<file path="src/rtl/pcr_cfg.svh">
// Register offsets, field positions, reset values and timing counts
`ifndef PCR_CFG_SVH
`define PCR_CFG_SVH

// ==========================================================
// Offsets
`define PCR_OFF_LOCK        8'h00
`define PCR_OFF_OVERRIDE    8'h2D
`define PCR_OFF_SHED_TIME   8'h4A
`define PCR_OFF_SCRATCH     8'h4B
`define PCR_OFF_FILT_PD     8'h4C
`define PCR_OFF_OC_EN       8'h4D
`define PCR_OFF_MID_DRV     8'h4E
`define PCR_OFF_PH_RAMP     8'h4F
`define PCR_OFF_STATUS      8'h60

// ==========================================================
// Lock value and fields
`define PCR_LOCK_VALUE      8'hA6
`define PCR_OVR_BIT         2
`define PCR_FILT_LSB        5
`define PCR_CCM_PD_LSB      2
`define PCR_DEM_PD_LSB      0
`define PCR_OC_ANALOG_BIT   1
`define PCR_OC_DIGITAL_BIT  0
`define PCR_MID_HOLD_BIT    1
`define PCR_MID_BRIEF_BIT   0
`define PCR_PHASE_LSB       4
`define PCR_RAMP_LSB        0

// ==========================================================
// Reset values
`define PCR_RST_LOCK        8'h00
`define PCR_RST_OVERRIDE    8'h00
`define PCR_RST_SHED_TIME   6'h13
`define PCR_RST_SCRATCH     8'h00
`define PCR_RST_FILT_PD     7'h2A
`define PCR_RST_OC_EN       2'h0
`define PCR_RST_MID_DRV     3'h5
`define PCR_RST_PH_RAMP     7'h03

// ==========================================================
// Timing (clock 50 MHz)
`define PCR_CLK_MHZ         50
`define PCR_DEM_WAIT_NS     40000
`define PCR_DEM_WAIT_CYC    ((`PCR_DEM_WAIT_NS * `PCR_CLK_MHZ) / 1000)
`define PCR_BRIEF_NS        200
`define PCR_BRIEF_CYC       ((`PCR_BRIEF_NS * `PCR_CLK_MHZ) / 1000)

`endif

</file>
<file path="src/rtl/pcr_pkg.sv">
// Types shared by the configuration register block
package pcr_pkg;
    typedef logic [7:0] pcr_byte_t;
    typedef enum logic [1:0] {
        PCR_FILT_LONG,
        PCR_FILT_MID,
        PCR_FILT_SHORT,
        PCR_FILT_BYPASS
    } pcr_filt_t;
    typedef enum logic [1:0] {
        PCR_DEM_PD_OFF,
        PCR_DEM_PD_1P5MA,
        PCR_DEM_PD_3MA,
        PCR_DEM_PD_5MA
    } pcr_dem_pd_t;
    localparam int PCR_PHASES = 8;
endpackage : pcr_pkg

</file>
<file path="src/rtl/pcr_phase_if.sv">
// Per-phase conduction signals passed to the phase timer
`timescale 1ns/100ps
interface pcr_phase_if;
    logic [7:0] pwm_tristate;
    logic [7:0] zero_cross;
    logic       dem_active;
    logic       brief_en;
    logic [7:0] pd_enable;
    logic [7:0] brief_drive;
    modport ctrl (output pwm_tristate, output zero_cross, output dem_active,
                  output brief_en, input pd_enable, input brief_drive);
    modport timer (input pwm_tristate, input zero_cross, input dem_active,
                   input brief_en, output pd_enable, output brief_drive);
endinterface : pcr_phase_if

</file>
<file path="src/rtl/pcr_phase_timer.sv">
// Per-phase tri-state dwell and brief mid-level timers
`timescale 1ns/100ps
`include "pcr_cfg.svh"
module pcr_phase_timer (
    input  wire logic clk,
    input  wire logic sys_rst,
    pcr_phase_if.timer ph
);
    localparam int DW = 12;
    localparam logic [DW-1:0] DEM_CYC   = DW'(`PCR_DEM_WAIT_CYC);
    localparam logic [3:0]    BRIEF_CYC = 4'(`PCR_BRIEF_CYC);

    // ==========================================================
    // Per phase timers
    genvar g;
    generate
        for (g = 0; g < pcr_pkg::PCR_PHASES; g++) begin : g_ph
            logic [DW-1:0] dwell_r;
            logic [3:0]    brief_r;
            logic          zc_d_r;
            // Pull-down only after more than the dwell time at mid level
            always_ff @(posedge clk) begin
                if (sys_rst || !ph.dem_active || !ph.pwm_tristate[g]) begin
                    dwell_r <= '0;
                end else if (dwell_r <= DEM_CYC) begin
                    dwell_r <= dwell_r + 1'b1;
                end
            end
            assign ph.pd_enable[g] = (dwell_r > DEM_CYC);
            // Zero-cross edge starts a fixed mid-level drive, then floats
            always_ff @(posedge clk) begin
                if (sys_rst) begin
                    zc_d_r  <= 1'b0;
                    brief_r <= '0;
                end else begin
                    zc_d_r <= ph.zero_cross[g];
                    if (ph.brief_en && ph.dem_active && ph.zero_cross[g] && !zc_d_r) begin
                        brief_r <= BRIEF_CYC;
                    end else if (brief_r != 4'h0) begin
                        brief_r <= brief_r - 1'b1;
                    end
                end
            end
            assign ph.brief_drive[g] = (brief_r != 4'h0);
        end
    endgenerate
endmodule : pcr_phase_timer

</file>
<file path="src/rtl/pcr_regs.sv">
// Configuration register bank with APB slave and phase control outputs
`timescale 1ns/100ps
`include "pcr_cfg.svh"

// How it works
// - shed timing needs unlock and state-high or override
// - other registers except lock and override writable only while unlocked
// - scratch byte, resets zero, no effect
// - filter delay code, 11 bypasses
// - continuous pull-down code, resets 010
// - discontinuous pull-down after 40us at mid level
// - discontinuous pull-down code, resets 3mA
// - analog overcurrent enable, resets off
// - digital overcurrent flag enable, resets off
// - resistive hold keeps mid level drive
// - zero cross gives 200ns mid drive
// - low-state phase count is code plus one
// - ramp amplitude code, resets 0011
module pcr_regs (
    input  wire logic        clk,
    input  wire logic        sys_rst,
    input  wire logic        psel,
    input  wire logic        penable,
    input  wire logic        pwrite,
    input  wire logic [31:0] paddr,
    input  wire logic [31:0] pwdata,
    output logic      [31:0] prdata,
    output logic             pready,
    output logic             pslverr,
    input  wire logic        power_state_input,
    input  wire logic        discontinuous_conduction,
    input  wire logic [7:0]  pwm_tristate,
    input  wire logic [7:0]  zero_cross,
    input  wire logic [7:0]  phase_oc_flag,
    output logic [1:0]       ref_filter_sel,
    output logic [2:0]       ccm_pulldown_code,
    output logic [1:0]       dem_pulldown_code,
    output logic [7:0]       output_sense_pd_en,
    output logic             oc_analog_en,
    output logic [7:0]       oc_flag_out,
    output logic             resistive_hold_drive,
    output logic [7:0]       brief_midlevel_drive,
    output logic [3:0]       active_phases,
    output logic [3:0]       ramp_code
);
    // ==========================================================
    // Storage
    pcr_pkg::pcr_byte_t lock_r;
    pcr_pkg::pcr_byte_t override_r;
    logic [5:0]         shed_time_r;
    pcr_pkg::pcr_byte_t scratch_r;
    logic [6:0]         filt_pd_r;
    logic [1:0]         oc_en_r;
    logic [2:0]         mid_drv_r;
    logic [6:0]         ph_ramp_r;

    // ==========================================================
    // Input synchronisers (three stages, change taken when 2 and 3 agree)
    logic [2:0]  psi_s_r;
    logic        psi_r;
    logic [2:0]  dem_s_r;
    logic        dem_r;
    logic [7:0]  tri_s1_r, tri_s2_r, tri_s3_r, tri_r;
    logic [7:0]  zc_s1_r, zc_s2_r, zc_s3_r, zc_r;
    logic [7:0]  ocf_s1_r, ocf_s2_r, ocf_s3_r, ocf_r;

    always_ff @(posedge clk) begin
        if (sys_rst) begin
            psi_s_r <= '0;
            psi_r   <= 1'b0;
            dem_s_r <= '0;
            dem_r   <= 1'b0;
        end else begin
            psi_s_r <= {psi_s_r[1:0], power_state_input};
            dem_s_r <= {dem_s_r[1:0], discontinuous_conduction};
            if (psi_s_r[1] == psi_s_r[2]) begin
                psi_r <= psi_s_r[2];
            end
            if (dem_s_r[1] == dem_s_r[2]) begin
                dem_r <= dem_s_r[2];
            end
        end
    end

    always_ff @(posedge clk) begin
        if (sys_rst) begin
            tri_s1_r <= '0; tri_s2_r <= '0; tri_s3_r <= '0; tri_r <= '0;
            zc_s1_r  <= '0; zc_s2_r  <= '0; zc_s3_r  <= '0; zc_r  <= '0;
            ocf_s1_r <= '0; ocf_s2_r <= '0; ocf_s3_r <= '0; ocf_r <= '0;
        end else begin
            tri_s1_r <= pwm_tristate;
            tri_s2_r <= tri_s1_r;
            tri_s3_r <= tri_s2_r;
            tri_r    <= (tri_s2_r & tri_s3_r) | (tri_r & (tri_s2_r | tri_s3_r));
            zc_s1_r  <= zero_cross;
            zc_s2_r  <= zc_s1_r;
            zc_s3_r  <= zc_s2_r;
            zc_r     <= (zc_s2_r & zc_s3_r) | (zc_r & (zc_s2_r | zc_s3_r));
            ocf_s1_r <= phase_oc_flag;
            ocf_s2_r <= ocf_s1_r;
            ocf_s3_r <= ocf_s2_r;
            ocf_r    <= (ocf_s2_r & ocf_s3_r) | (ocf_r & (ocf_s2_r | ocf_s3_r));
        end
    end

    // ==========================================================
    // APB decode
    logic       wr_acc;
    logic [7:0] word_addr;
    logic       unlocked;
    logic       shed_ok;
    logic       addr_hit;

    assign wr_acc    = psel && penable && pwrite;
    assign word_addr = paddr[9:2];
    // Offsets such as 2D and 4B are not multiples of four, so each offset is a word index
    assign unlocked  = (lock_r != `PCR_LOCK_VALUE);
    assign shed_ok   = unlocked && (psi_r || override_r[`PCR_OVR_BIT]);

    always_comb begin
        unique case (word_addr)
            `PCR_OFF_LOCK, `PCR_OFF_OVERRIDE, `PCR_OFF_SHED_TIME, `PCR_OFF_SCRATCH,
            `PCR_OFF_FILT_PD, `PCR_OFF_OC_EN, `PCR_OFF_MID_DRV, `PCR_OFF_PH_RAMP,
            `PCR_OFF_STATUS: addr_hit = (paddr[31:10] == '0) && (paddr[1:0] == 2'b00);
            default:         addr_hit = 1'b0;
        endcase
    end

    // ==========================================================
    // Lock and override stay writable so software can unlock again
    always_ff @(posedge clk) begin
        if (sys_rst) begin
            lock_r     <= `PCR_RST_LOCK;
            override_r <= `PCR_RST_OVERRIDE;
        end else if (wr_acc && addr_hit) begin
            if (word_addr == `PCR_OFF_LOCK) begin
                lock_r <= pwdata[7:0];
            end
            if (word_addr == `PCR_OFF_OVERRIDE) begin
                override_r <= pwdata[7:0];
            end
        end
    end

    always_ff @(posedge clk) begin
        if (sys_rst) begin
            shed_time_r <= `PCR_RST_SHED_TIME;
        end else if (wr_acc && addr_hit && word_addr == `PCR_OFF_SHED_TIME && shed_ok) begin
            shed_time_r <= pwdata[5:0];
        end
    end

    // Blocked writes still complete on the bus without error
    always_ff @(posedge clk) begin
        if (sys_rst) begin
            scratch_r <= `PCR_RST_SCRATCH;
            filt_pd_r <= `PCR_RST_FILT_PD;
            oc_en_r   <= `PCR_RST_OC_EN;
            mid_drv_r <= `PCR_RST_MID_DRV;
            ph_ramp_r <= `PCR_RST_PH_RAMP;
        end else if (wr_acc && addr_hit && unlocked) begin
            unique case (word_addr)
                `PCR_OFF_SCRATCH: scratch_r <= pwdata[7:0];
                `PCR_OFF_FILT_PD: filt_pd_r <= pwdata[6:0];
                `PCR_OFF_OC_EN:   oc_en_r   <= pwdata[1:0];
                `PCR_OFF_MID_DRV: mid_drv_r <= pwdata[2:0];
                `PCR_OFF_PH_RAMP: ph_ramp_r <= pwdata[6:0];
                default: ;
            endcase
        end
    end

    // ==========================================================
    // Read path, registered; answer in the access cycle
    logic [31:0] rd_nxt;
    always_comb begin
        rd_nxt = 32'h0000_0000;
        unique case (word_addr)
            `PCR_OFF_LOCK:      rd_nxt[7:0] = lock_r;
            `PCR_OFF_OVERRIDE:  rd_nxt[7:0] = override_r;
            `PCR_OFF_SHED_TIME: rd_nxt[5:0] = shed_time_r;
            `PCR_OFF_SCRATCH:   rd_nxt[7:0] = scratch_r;
            `PCR_OFF_FILT_PD:   rd_nxt[6:0] = filt_pd_r;
            `PCR_OFF_OC_EN:     rd_nxt[1:0] = oc_en_r;
            `PCR_OFF_MID_DRV:   rd_nxt[2:0] = mid_drv_r;
            `PCR_OFF_PH_RAMP:   rd_nxt[6:0] = ph_ramp_r;
            `PCR_OFF_STATUS:    rd_nxt[11:0] = {unlocked, shed_ok, psi_r, dem_r, oc_flag_out};
            default:            rd_nxt = 32'h0000_0000;
        endcase
    end

    always_ff @(posedge clk) begin
        if (sys_rst) begin
            prdata  <= 32'h0000_0000;
            pready  <= 1'b0;
            pslverr <= 1'b0;
        end else begin
            // Ready in the first access cycle, low otherwise
            pready  <= psel && !penable;
            pslverr <= psel && !penable && !addr_hit;
            prdata  <= (psel && !penable && !pwrite && addr_hit) ? rd_nxt : 32'h0000_0000;
        end
    end

    // ==========================================================
    // Phase timers
    pcr_phase_if ph ();
    assign ph.pwm_tristate = tri_r;
    assign ph.zero_cross   = zc_r;
    assign ph.dem_active   = dem_r;
    assign ph.brief_en     = mid_drv_r[`PCR_MID_BRIEF_BIT];

    pcr_phase_timer u_timer (
        .clk     (clk),
        .sys_rst (sys_rst),
        .ph      (ph.timer)
    );

    // ==========================================================
    // Registered control outputs
    always_ff @(posedge clk) begin
        if (sys_rst) begin
            ref_filter_sel       <= 2'h0;
            ccm_pulldown_code    <= 3'h0;
            dem_pulldown_code    <= 2'h0;
            output_sense_pd_en   <= 8'h00;
            oc_analog_en         <= 1'b0;
            oc_flag_out          <= 8'h00;
            resistive_hold_drive <= 1'b0;
            brief_midlevel_drive <= 8'h00;
            active_phases        <= 4'h0;
            ramp_code            <= 4'h0;
        end else begin
            ref_filter_sel    <= filt_pd_r[`PCR_FILT_LSB +: 2];
            ccm_pulldown_code <= filt_pd_r[`PCR_CCM_PD_LSB +: 3];
            dem_pulldown_code <= filt_pd_r[`PCR_DEM_PD_LSB +: 2];
            // DISCONTINUOUS_CONDUCTION current only after dwell; CONTINUOUS_CONDUCTION current applies otherwise
            output_sense_pd_en <= dem_r ? ph.pd_enable : 8'hFF;
            oc_analog_en      <= oc_en_r[`PCR_OC_ANALOG_BIT];
            oc_flag_out       <= oc_en_r[`PCR_OC_DIGITAL_BIT] ? ocf_r : 8'h00;
            resistive_hold_drive <= mid_drv_r[`PCR_MID_HOLD_BIT];
            brief_midlevel_drive <= ph.brief_drive;
            // High state uses all phases; low state uses code plus one
            active_phases <= psi_r ? 4'h8 : ({1'b0, ph_ramp_r[`PCR_PHASE_LSB +: 3]} + 4'h1);
            ramp_code     <= ph_ramp_r[`PCR_RAMP_LSB +: 4];
        end
    end
endmodule : pcr_regs

</file>
<file path="config.mk">
export PLATFORM = sky130hd
export DESIGN_NAME = pcr_regs
export DESIGN_NICKNAME = d
export VERILOG_FILES = /design/src/rtl/pcr_pkg.sv /design/src/rtl/pcr_phase_if.sv /design/src/rtl/pcr_phase_timer.sv /design/src/rtl/pcr_regs.sv
export VERILOG_INCLUDE_DIRS = /design/src /design/src/rtl
export SDC_FILE = /design/constraint.sdc
export NUM_CORES = 1
export LEC_CHECK = 0
export ABC_AREA = 1
export BUFFER_PORTS_ARGS = -buffer_cell sky130_fd_sc_hd__buf_2
export CAP_MARGIN = 30
export CORE_MARGIN = 2
export CORE_UTILIZATION = 37
export DETAILED_ROUTE_END_ITERATION = 8
export RECOVER_POWER = 100
export SYNTH_ARGS = -nofsm -noshare
export SYNTH_HDL_FRONTEND = slang
export SYNTH_HIERARCHICAL = 1
export SYNTH_SLANG_ARGS = --single-unit
</file>
<file path="constraint.sdc">
create_clock -name clk -period 1.86 [get_ports clk]
set_input_delay 0.279 -clock clk [delete_from_list [all_inputs] [get_ports clk]]
set_output_delay 0.279 -clock clk [all_outputs]
set_load 0.02 [all_outputs]
</file>
==> run_results.csv, run 1 <==
group,metric,value,unit
cts,post_cts_gate_resize_count,0,
flow_run,drv_cap,0,
detailed_routing,routed_wirelength,31.20,mm
sta,max_slew_margin,0.4535,
yosys,yosys.area_share.xor_xnor,0.004360,
pwr,powerDensity,985.4,nW/µm²
sta,finalClockSkew,0.02361,ns
min_path,min_path_type,"in -> reg",
pwr,worst_ir_drop_vdd,609.6,µV
worst_setup_path,worst-endpoint-arrival,2.06,ns
yosys,ys_dominant_reg_cell,"dfxtp_1",
yosys,ys_types,40,
sta,final-setup-viol-count,0,
yosys,synthesis.area_per_instance,7.282,µm²
yosys,post_synth_most_frequent_cells,"nor2_1 (460), dfxtp_1 (344), nand2_1 (328)",
pwr,intPower,0.01234,W
die,design.core.area,37580,µm²
cells_and_area,n_antenna_cell,0,
worst_setup_path,rr_startpoint,"u_timer/g_ph[0].dwell_r[0]$_SDFFE_PP0P_",
sta,finalMaxSlewViolations,0,
sta,grt_setup_unrepaired,"false",
yosys,postSynthCellCount,1931,
die,num_rows,71,
grt,grt_util_all_layers,0.1586,
pwr,sequentialPowerShare,0.477,
yosys,largest_family_of_logic_cells_by_synthesized_area,"simple AND/OR/NAND/NOR gates",
die,ios,170,
cts,cts.reportedPaths.clkPinSlew,0.06,ns
cts,cts_setup_buffers,0,
cts,htreeDepth,2,
place,gp_routability_congestion,0.8817,
worst_setup_path,path_class,"in -> reg",
yosys,synth_async_sr_flop_share,0,
detailed_routing,ant_nets,0,
grt,first_global_vias,11053,
detailed_routing,route.detailed.wl_per_inst,11.78,µm
detailed_routing,via_count,12017,
cells_and_area,layout-drive-gt1-share,0.09542,
cells_and_area,largest_register_ff_count,96,
yosys,post-synth-top-area-fraction,0.4898,
die,chipHeight,198.9,µm
die,initial_utilization,0.3742,
yosys,synth_seq_cells,344,
worst_setup_path,critPathCaptureType,"register",
place,placed_standard_cell_area,15260,µm²
detailed_routing,drcViolationCount,0,
cells_and_area,register_ranked_first_by_flip_flop_count,"u_timer/g_ph.dwell_r",
cells_and_area,postLayoutCellArea,16620,µm²
yosys,complex_gate_fraction_of_the_synthesized_area,0.08178,
cells_and_area,largest_registers,"u_timer/g_ph.dwell_r: 96 flops, u_timer/g_ph.brief_r: 32 flops, prdata: 12 flops",
yosys,fraction_of_the_mapped_netlist_area_in_simple_logic_gates,0.3080,
pwr,power.share.switching,0.2463,
worst_setup_path,worstSetupStartpointType,"primary input",
pwr,power.switching,0.004033,W
yosys,ys_seq_area_frac,0.4898,
place,place.port_buffers,125,
cts,clock_tree.buffer_depth,3,
pwr,power_frac_clock,0.448,
place,post-place-ws,-0.02178,ns
pwr,comb_power_share,0.075,
cts,cts_tree,"done",
die,die_w,198.9,µm
sta,timing.final.ws_setup,0.2191,ns
sta,min_period,1.641,ns
cts,clkLatencyLatePin,0.55,ns
worst_setup_path,startpoint,"psel",
sta,timing_worst_slew_pin_value,0.8197,ns
yosys,synthTopCellsByArea,"dfxtp_1 (49%), nor2_1 (12%), nand2_1 (8.8%)",
yosys,synth-warning-count,6,
sta,setup_tns,0,ns
pwr,power_leakage,6.802,nW
cts,numCtsBuffers,38,
grt,antenna_violations_before_repair,0,
worst_setup_path,crit_fanout,22,
cells_and_area,layout.nets,2225,
place,placedCellCount,2554,
sta,hold_viol_final,0,
cells_and_area,utilization,0.4422,
min_path,min-delay-start,"pwdata[6]",
die,floorplan.die_area,39580,µm²
cells_and_area,layout.filler_cells,3840,
cells_and_area,final-instance-count-excl-fill,2649,
detailed_routing,route.detailed.vias_per_inst,4.536,
worst_setup_path,cp.required,2.28,ns
yosys,adder_and_majority_cell_fraction_of_the_synthesized_area,0.01513,
status,run_status,"finished clean",
cts,cts_sinks,344,
grt,wire_length_of_the_first_global_routing_pass,51.56,mm
place,dpl.hpwl,22.14,mm
yosys,synth_area_leader_cell,"dfxtp_1",
grt,global_route.overflow_total,0,
yosys,syn-cell-area,14060,µm²
grt,grt_start_max_net_pins,75,
cts,root_buffer,"clkbuf_16",
yosys,synth-edff-count,0,
sta,clock.fmax,609.4,MHz
detailed_routing,detail_route.first_pass.iterations,5,
sta,period_share,0.8822,
detailed_routing,detail_route.iter0.violations,655,
yosys,synth.most_common_cell,"nor2_1",
cells_and_area,layout-area-overhead-vs-synth,18.19,%
yosys,post_synth_mux_area_share,0,
layer usage:
layer | global-route usage | vias to the layer above | wire, µm
met5 | 0 | - | 0
met4 | 0.05445 | 0 | 767
met3 | 0.03459 | 60 | 1566
met2 | 0.2695 | 245 | 14250
met1 | 0.1983 | 5392 | 14620
li1 | - | 6320 | -
cells by family (layout without fill, tap and decap cells):
group           count (synthesis)  after routing
fa+ha+maj                      17             17
simple gates                 1011           1011
other cells                     1             20
flops                         344            344
xor+xnor                        7              7
compound gates                214            214
buf+inv                       337            525
path summary, 6_finish.rpt:
check                                     endpoint  slack, ns  cells after the start
hold / removal              lock_r[6]$_SDFFE_PP0P_       0.03                      3
hold reg to reg              zc_s2_r[1]$_SDFF_PP0_       0.40                      2
setup / recovery         ph_ramp_r[0]$_SDFFE_PP1P_       0.22                     10
setup reg to reg  output_sense_pd_en[0]$_SDFF_PP0_       0.26                      9
cell type report:
class | count | area, µm² | area share
Tap cell | 511 | 639.4 | 0.03847
Multi-Input combinational cell | 1269 | 5773 | 0.3474
Clock inverter | 17 | 190.2 | 0.01144
Sequential cell | 344 | 6887 | 0.4144
Timing Repair Buffer | 177 | 1028 | 0.06189
Inverter | 283 | 1062 | 0.06392
Clock buffer | 48 | 1039 | 0.06249
power groups by stage:
| stage | Sequential (W) | Combinational, W | Clock, W |
|---|---|---|---|
| after floorplan | 0.00804 | 0.000778 | 0 |
| after global placement | 0.00796 | 0.00117 | 0 |
| after detailed placement | 0.00797 | 0.00121 | 0 |
| after CTS | 0.00781 | 0.00126 | 0.00758 |
| after global routing | 0.00785 | 0.00142 | 0.00790 |
| final | 0.00781 | 0.00122 | 0.00734 |
timing repair:
item / CTS / global route
hold buffers: 30 / 0
endpoints found under the hold margin: 30 / 0
setup endpoints to repair: 0 / 0
layout by cell type (no fill, tap or decap), types with 5 or more instances in the layout:
cell and n:
a211oi_1 15, a21oi_1 113, a31oi_1 6, buf_2 68, buf_4 14, clkbuf_1 65, clkbuf_16 38, clkbuf_8 5
clkinv_2 8, conb_1 20, dfxtp_1 344, dlygate4sd3_1 30, ha_1 17, inv_1 270, inv_2 9, nand2_1 328
nand2_2 23, nand2_4 6, nand3_1 123, nand3b_1 7, nand4_1 7, nor2_1 461, nor2_2 6, nor2_4 7
nor3_1 33, o21ai_0 68, xor2_1 6
per-stage QoR:
stage	total power (W)	hold slack [ns]
5_1_grt	0.01717	0.03640
4_1_cts	0.01665	0.008661
6_report	0.01638	0.03365
3_5_place_dp	0.009184	0.3947
2_1_floorplan	0.008814	0.3616
3_3_place_gp	0.009134	0.3915
critical path, stage by stage:
cell and delay [ns]:
dlygate4sd3_1 0.53, clkbuf_1 0.12, nand2_1 0.05, nor2_1 0.34, nand3_4 0.20, nor2_4 0.16, buf_12 0.17, nand2_1 0.09
nand2_1 0.06, nand3_1 0.06
(Power assumes the default switching activity.)
==> run 2: changes to the inputs <==
Settings changed: PLACE_DENSITY from default to 0.53.
==> run 2 against run 1 <==
Register-to-register slack is essentially flat; non-clock buffer count up 16; global-route usage is 0.66 points higher; clock-buffer cell count rose by 3; largest power group is now the clock network.
==> run_results.csv, run 2 (synthesis results as in run 1) <==
group,metric,value,unit
worst_setup_path,worst-endpoint-arrival,2.15,ns
sta,clock.fmax,600.4,MHz
place,gp_routability_congestion,0.8493,
sta,min_period,1.666,ns
cells_and_area,largest_register_ff_count,96,
sta,hold_viol_final,0,
cells_and_area,largest_registers,"u_timer/g_ph.dwell_r: 96 flops, u_timer/g_ph.brief_r: 32 flops, prdata: 12 flops",
detailed_routing,ant_nets,0,
sta,timing.final.ws_setup,0.1945,ns
min_path,min_path_type,"in -> reg",
place,dpl.hpwl,22.49,mm
cts,cts_tree,"done",
cts,cts_setup_buffers,0,
sta,grt_setup_unrepaired,"false",
cts,htreeDepth,2,
worst_setup_path,worstSetupStartpointType,"primary input",
die,initial_utilization,0.3742,
sta,timing_worst_slew_pin_value,1.214,ns
pwr,powerDensity,1018,nW/µm²
detailed_routing,via_count,11955,
worst_setup_path,path_class,"in -> reg",
worst_setup_path,worst_path_dominant_cell_family,"buffers and inverters",
cells_and_area,final_common_cell,"nor2_1",
die,num_rows,71,
place,place.port_buffers,125,
detailed_routing,detail_route.iter0.violations,672,
cells_and_area,layout.filler_cells,3827,
cts,numCtsBuffers,39,
sta,setup_tns,0,ns
pwr,worst_ir_drop_vdd,619.1,µV
grt,first_global_vias,11222,
detailed_routing,routed_wirelength,32.02,mm
worst_setup_path,max_stage_delay,0.54,ns
cells_and_area,layout-drive-gt1-share,0.1006,
grt,grt_start_max_net_pins,104,
flow_run,drv_cap,0,
die,ios,170,
cts,clock_tree.buffer_depth,3,
sta,finalMaxSlewViolations,0,
status,run_status,"finished clean",
worst_setup_path,crit_fanout,4,
cts,root_buffer,"clkbuf_16",
cells_and_area,layout-area-overhead-vs-synth,19.63,%
worst_setup_path,total_buffers_and_inverters_traversed_by_the_critical_path,4,
worst_setup_path,critPathCaptureType,"register",
worst_setup_path,cp.required,2.35,ns
cells_and_area,register_ranked_first_by_flip_flop_count,"u_timer/g_ph.dwell_r",
cts,cts.reportedPaths.clkPinSlew,0.06,ns
detailed_routing,route.detailed.wl_per_inst,12.01,µm
grt,antenna_violations_before_repair,0,
grt,grt_util_all_layers,0.1651,
die,design.core.area,37580,µm²
grt,global_route.overflow_total,0,
die,chipHeight,198.9,µm
worst_setup_path,ordered_list_of_cells_on_the_worst_path,"dlygate4sd3_1 -> buf_2 -> nand2_1 -> nor2_1 -> nand3_4 -> clkbuf_1 -> nor2_4 -> clkbuf_1 -> o21ai_0 -> nor2_1",
cells_and_area,layout.nets,2242,
worst_setup_path,cp_max_stage_cell,"dlygate4sd3_1",
place,post-place-ws,0.02554,ns
detailed_routing,route.detailed.vias_per_inst,4.483,
die,floorplan.die_area,39580,µm²
cells_and_area,mostFrequentLayoutCells,"nor2_1 (462), dfxtp_1 (344), nand2_1 (329), inv_1 (269), nand3_1 (125)",
die,die_w,198.9,µm
sta,period_share,0.8954,
grt,wire_length_of_the_first_global_routing_pass,53.34,mm
sta,finalClockSkew,0.02430,ns
detailed_routing,detail_route.first_pass.iterations,5,
cells_and_area,n_antenna_cell,0,
detailed_routing,drcViolationCount,0,
pwr,power_leakage,6.921,nW
sta,max_slew_margin,0.1907,
cts,cts_sinks,344,
cts,clkLatencyLatePin,0.55,ns
sta,final-setup-viol-count,0,
==> run 2: cell count changes in the layout (fill, tap and decap cells not counted), moves of 2 or more <==
cell and change:
bufinv_16 +5, clkbuf_4 +4, clkinvlp_4 -3, clkbuf_1 +4
o21ai_0 -5, o21ai_1 +5, nand3_1 +2, buf_4 +12
clkinv_8 +2
==> run 2: worst register-to-register path, stage by stage (launching register included) <==
cell and delay [ns]:
dfxtp_1 0.34, inv_1 0.08, ha_1 0.14, nand2_1 0.06, nor2_1 0.10, nand3_1 0.15
nand2_2 0.30, inv_1 0.13, nor2_1 0.12, nor2_1 0.05
==> run 2: final cells by class <==
cell class	instances	area, µm²	share of cell area
Timing Repair Buffer	193	1125	0.06687
Multi-Input combinational cell	1269	5749	0.3418
Tap cell	511	639.4	0.03801
Clock inverter	16	277.8	0.01651
Clock buffer	51	1081	0.06427
Inverter	283	1062	0.06315
Sequential cell	344	6887	0.4094
==> run 2: per-stage QoR <==
stage | util | hold slack (ns) | total power (W) | area [µm²] | std cells
finish | 0.4476 | 0.03142 | 0.01712 | 16820 | 2667
global route | 0.4476 | 0.02114 | 0.01791 | 16820 | 2667
CTS | 0.4531 | 0.005831 | 0.01741 | 17030 | 2667
detailed placement | 0.4092 | 0.3949 | 0.009163 | 15380 | 2571
global placement | 0.4092 | 0.3899 | 0.009131 | 15380 | 2571
floorplan | - | 0.3616 | 0.008814 | 14130 | 1950
==> run 2: layer usage <==
metal,GRT usage,up-vias,part of all wire
met1,0.2074,5368,0.47
met4,0.06053,0,0.025
met3,0.03340,47,0.043
met2,0.2798,174,0.46
li1,-,6366,-
met5,0,-,0
==> run 2: power by group <==
| part | switching (W) | internal (W) | leakage, nW |
|---|---|---|---|
| clock | 0.00305 | 0.00506 | 0.671 |
| sequential | 0.000141 | 0.00767 | 2.79 |
| combinational | 0.000795 | 0.000404 | 3.46 |
| total | 0.00398 | 0.0131 | 6.92 |
==> run 2: path summary, 6_finish.rpt <==
path,slack [ns],cells after the start,to,from
setup / recovery,0.19,10,override_r[1]$_SDFFE_PP0P_,psel
hold / removal,0.03,3,lock_r[6]$_SDFFE_PP0P_,pwdata[6]
setup reg to reg,0.26,9,output_sense_pd_en[4]$_SDFF_PP0_,u_timer/g_ph[4].dwell_r[0]$_SDFFE_PP0P_
hold reg to reg,0.40,2,ocf_s2_r[2]$_SDFF_PP0_,ocf_s1_r[2]$_SDFF_PP0_
==> run 2: repair_timing <==
action | CTS | global route
endpoints found under the hold margin | 29 | 0
hold buffers | 29 | 0
setup endpoints to repair | 0 | 0
gates resized for setup | 0 | 0
==> run 3: changes to the inputs <==
Settings changed: CORE_MARGIN 2 to default, MAX_ROUTING_LAYER from default to met4.
==> run 3 against run 2 <==
Sequential power is essentially flat; clock skew down 0.0094 ns; wire length shrank 2.9%; cell area fell by 0.47%; first-iteration DRC count fell by 19%; critical endpoint is now override_r[7]$_SDFFE_PP0P_; largest cell class unchanged.
==> run_results.csv, run 3 (synthesis results as in run 1) <==
group,metric,value,unit
pwr,power_leakage,6.886,nW
grt,grt_start_max_net_pins,58,
grt,first_global_vias,11044,
worst_setup_path,cp.required,2.27,ns
detailed_routing,ant_nets,0,
place,gp_routability_congestion,0.8649,
cells_and_area,largest_registers,"u_timer/g_ph.dwell_r: 96 flops, u_timer/g_ph.brief_r: 32 flops, prdata: 12 flops",
worst_setup_path,worstSetupStartpointType,"primary input",
cells_and_area,layout.filler_cells,3912,
cts,clock_tree.buffer_depth,3,
die,chipHeight,196.9,µm
detailed_routing,drcViolationCount,0,
die,design.core.area,37490,µm²
flow_run,drv_cap,0,
die,ios,170,
worst_setup_path,path_class,"in -> reg",
place,dpl.hpwl,22.36,mm
grt,global_route.overflow_total,0,
die,floorplan.die_area,38790,µm²
min_path,hold_depth,3,
detailed_routing,via_count,11888,
cts,clkLatencyLatePin,0.52,ns
cts,root_buffer,"clkbuf_16",
sta,final-setup-viol-count,0,
grt,wire_length_of_the_first_global_routing_pass,51.33,mm
die,initial_utilization,0.3751,
cts,cts_tree,"done",
sta,hold_viol_final,0,
grt,antenna_violations_before_repair,0,
cts,numCtsBuffers,39,
detailed_routing,detail_route.first_pass.iterations,5,
grt,grt_util_all_layers,0.1645,
pwr,powerDensity,987.1,nW/µm²
cells_and_area,register_ranked_first_by_flip_flop_count,"u_timer/g_ph.dwell_r",
worst_setup_path,worst-endpoint-arrival,2.07,ns
cells_and_area,utilization,0.4466,
worst_setup_path,critPathCaptureType,"register",
cts,htreeDepth,2,
sta,min_period,1.664,ns
cells_and_area,n_antenna_cell,0,
pwr,worst_ir_drop_vdd,601.0,µV
sta,finalMaxSlewViolations,0,
detailed_routing,route.detailed.wl_per_inst,11.70,µm
die,die_w,196.9,µm
cells_and_area,layout-area-overhead-vs-synth,19.07,%
min_path,min_path_type,"in -> reg",
status,run_status,"finished clean",
cells_and_area,largest_register_ff_count,96,
sta,max_slew_margin,0.1070,
detailed_routing,detail_route.iter0.violations,547,
cells_and_area,mostFrequentLayoutCells,"nor2_1 (461), dfxtp_1 (344), nand2_1 (328), inv_1 (273), nand3_1 (125)",
sta,finalClockSkew,0.01487,ns
cts,post_cts_gate_resize_count,0,
cts,cts.reportedPaths.clkPinSlew,0.06,ns
cells_and_area,layout.nets,2235,
place,place.port_buffers,125,
sta,period_share,0.8945,
sta,clock.fmax,601.1,MHz
worst_setup_path,crit_fanout,8,
cells_and_area,layout-drive-gt1-share,0.09916,
cells_and_area,final_common_cell,"nor2_1",
die,num_rows,71,
detailed_routing,routed_wirelength,31.10,mm
sta,grt_setup_unrepaired,"false",
cts,cts_sinks,344,
sta,setup_tns,0,ns
pwr,power.total,0.01653,W
worst_setup_path,ff2ff_path_depth,6,
detailed_routing,route.detailed.vias_per_inst,4.471,
sta,timing_worst_slew_pin_value,1.339,ns
-- run 3: changes by cell type in the layout (fill, tap and decap cells not counted), sizes merged --
cell,before,now
clkbuf,120,114
dlygate4sd3,29,27
bufinv,7,3
clkinvlp,0,1
buf,95,97
inv,279,280
-- run 3: layer usage --
metal | up-vias | wire length (µm) | share of wire | track usage
met2 | 175 | 14300 | 0.46 | 0.2747
met3 | 40 | 1228 | 0.039 | 0.02652
met1 | 5324 | 15070 | 0.48 | 0.2073
met4 | 0 | 511 | 0.016 | 0.03991
li1 | 6349 | - | - | -
met5 | - | 0 | 0 | -
-- run 3: critical path, stage by stage --
cell           delay, ns
dlygate4sd3_1       0.53
buf_2               0.10
inv_1               0.04
nor2_1              0.34
nand3_4             0.15
buf_12              0.17
nor2_4              0.13
inv_1               0.16
nor2_1              0.12
nor2_1              0.06
-- run 3: stage by stage --
stage          hold slack (ns)  area (µm²)  cells  worst slack [ns]
4_1_cts               0.008765       16890   2659            0.2556
3_5_place_dp            0.3927       15350   2566           0.01161
3_3_place_gp            0.3903       15350   2566           0.02675
2_1_floorplan           0.3616       14130   1950            0.3171
6_report               0.02674       16740   2659            0.1963
5_1_grt                0.05305       16740   2659           0.05495
-- run 3: cell type report --
| type | count | area, µm² | share of cell area |
|---|---|---|---|
| Clock inverter | 14 | 170.2 | 0.01016 |
| Clock buffer | 52 | 1096 | 0.06547 |
| Multi-Input combinational cell | 1269 | 5769 | 0.3446 |
| Sequential cell | 344 | 6887 | 0.4113 |
| Timing Repair Buffer | 186 | 1119 | 0.06681 |
| Tap cell | 511 | 639.4 | 0.03819 |
| Inverter | 283 | 1062 | 0.06345 |
-- run 3: path summary, 6_finish.rpt --
path	startpoint	endpoint	slack, ns
worst max-delay path	penable	override_r[7]$_SDFFE_PP0P_	0.20
worst min-delay path	pwdata[7]	lock_r[7]$_SDFFE_PP0P_	0.03
worst max register to register	dem_r$_SDFFE_PP0N_	u_timer/g_ph[2].dwell_r[1]$_SDFFE_PP0P_	0.28
worst min register to register	zc_s1_r[2]$_SDFF_PP0_	zc_s2_r[2]$_SDFF_PP0_	0.40
-- run 3: repair_timing --
item,CTS,global route
endpoints found under the hold margin,26,0
buffers inserted,0,0
hold buffers,27,0
-- run 3: where the power goes --
| group | switching, W | internal, W |
|---|---|---|
| Clock | 0.00296 | 0.00456 |
| Sequential | 0.000142 | 0.00767 |
| Combinational | 0.000798 | 0.000402 |
| Total | 0.00390 | 0.0126 |
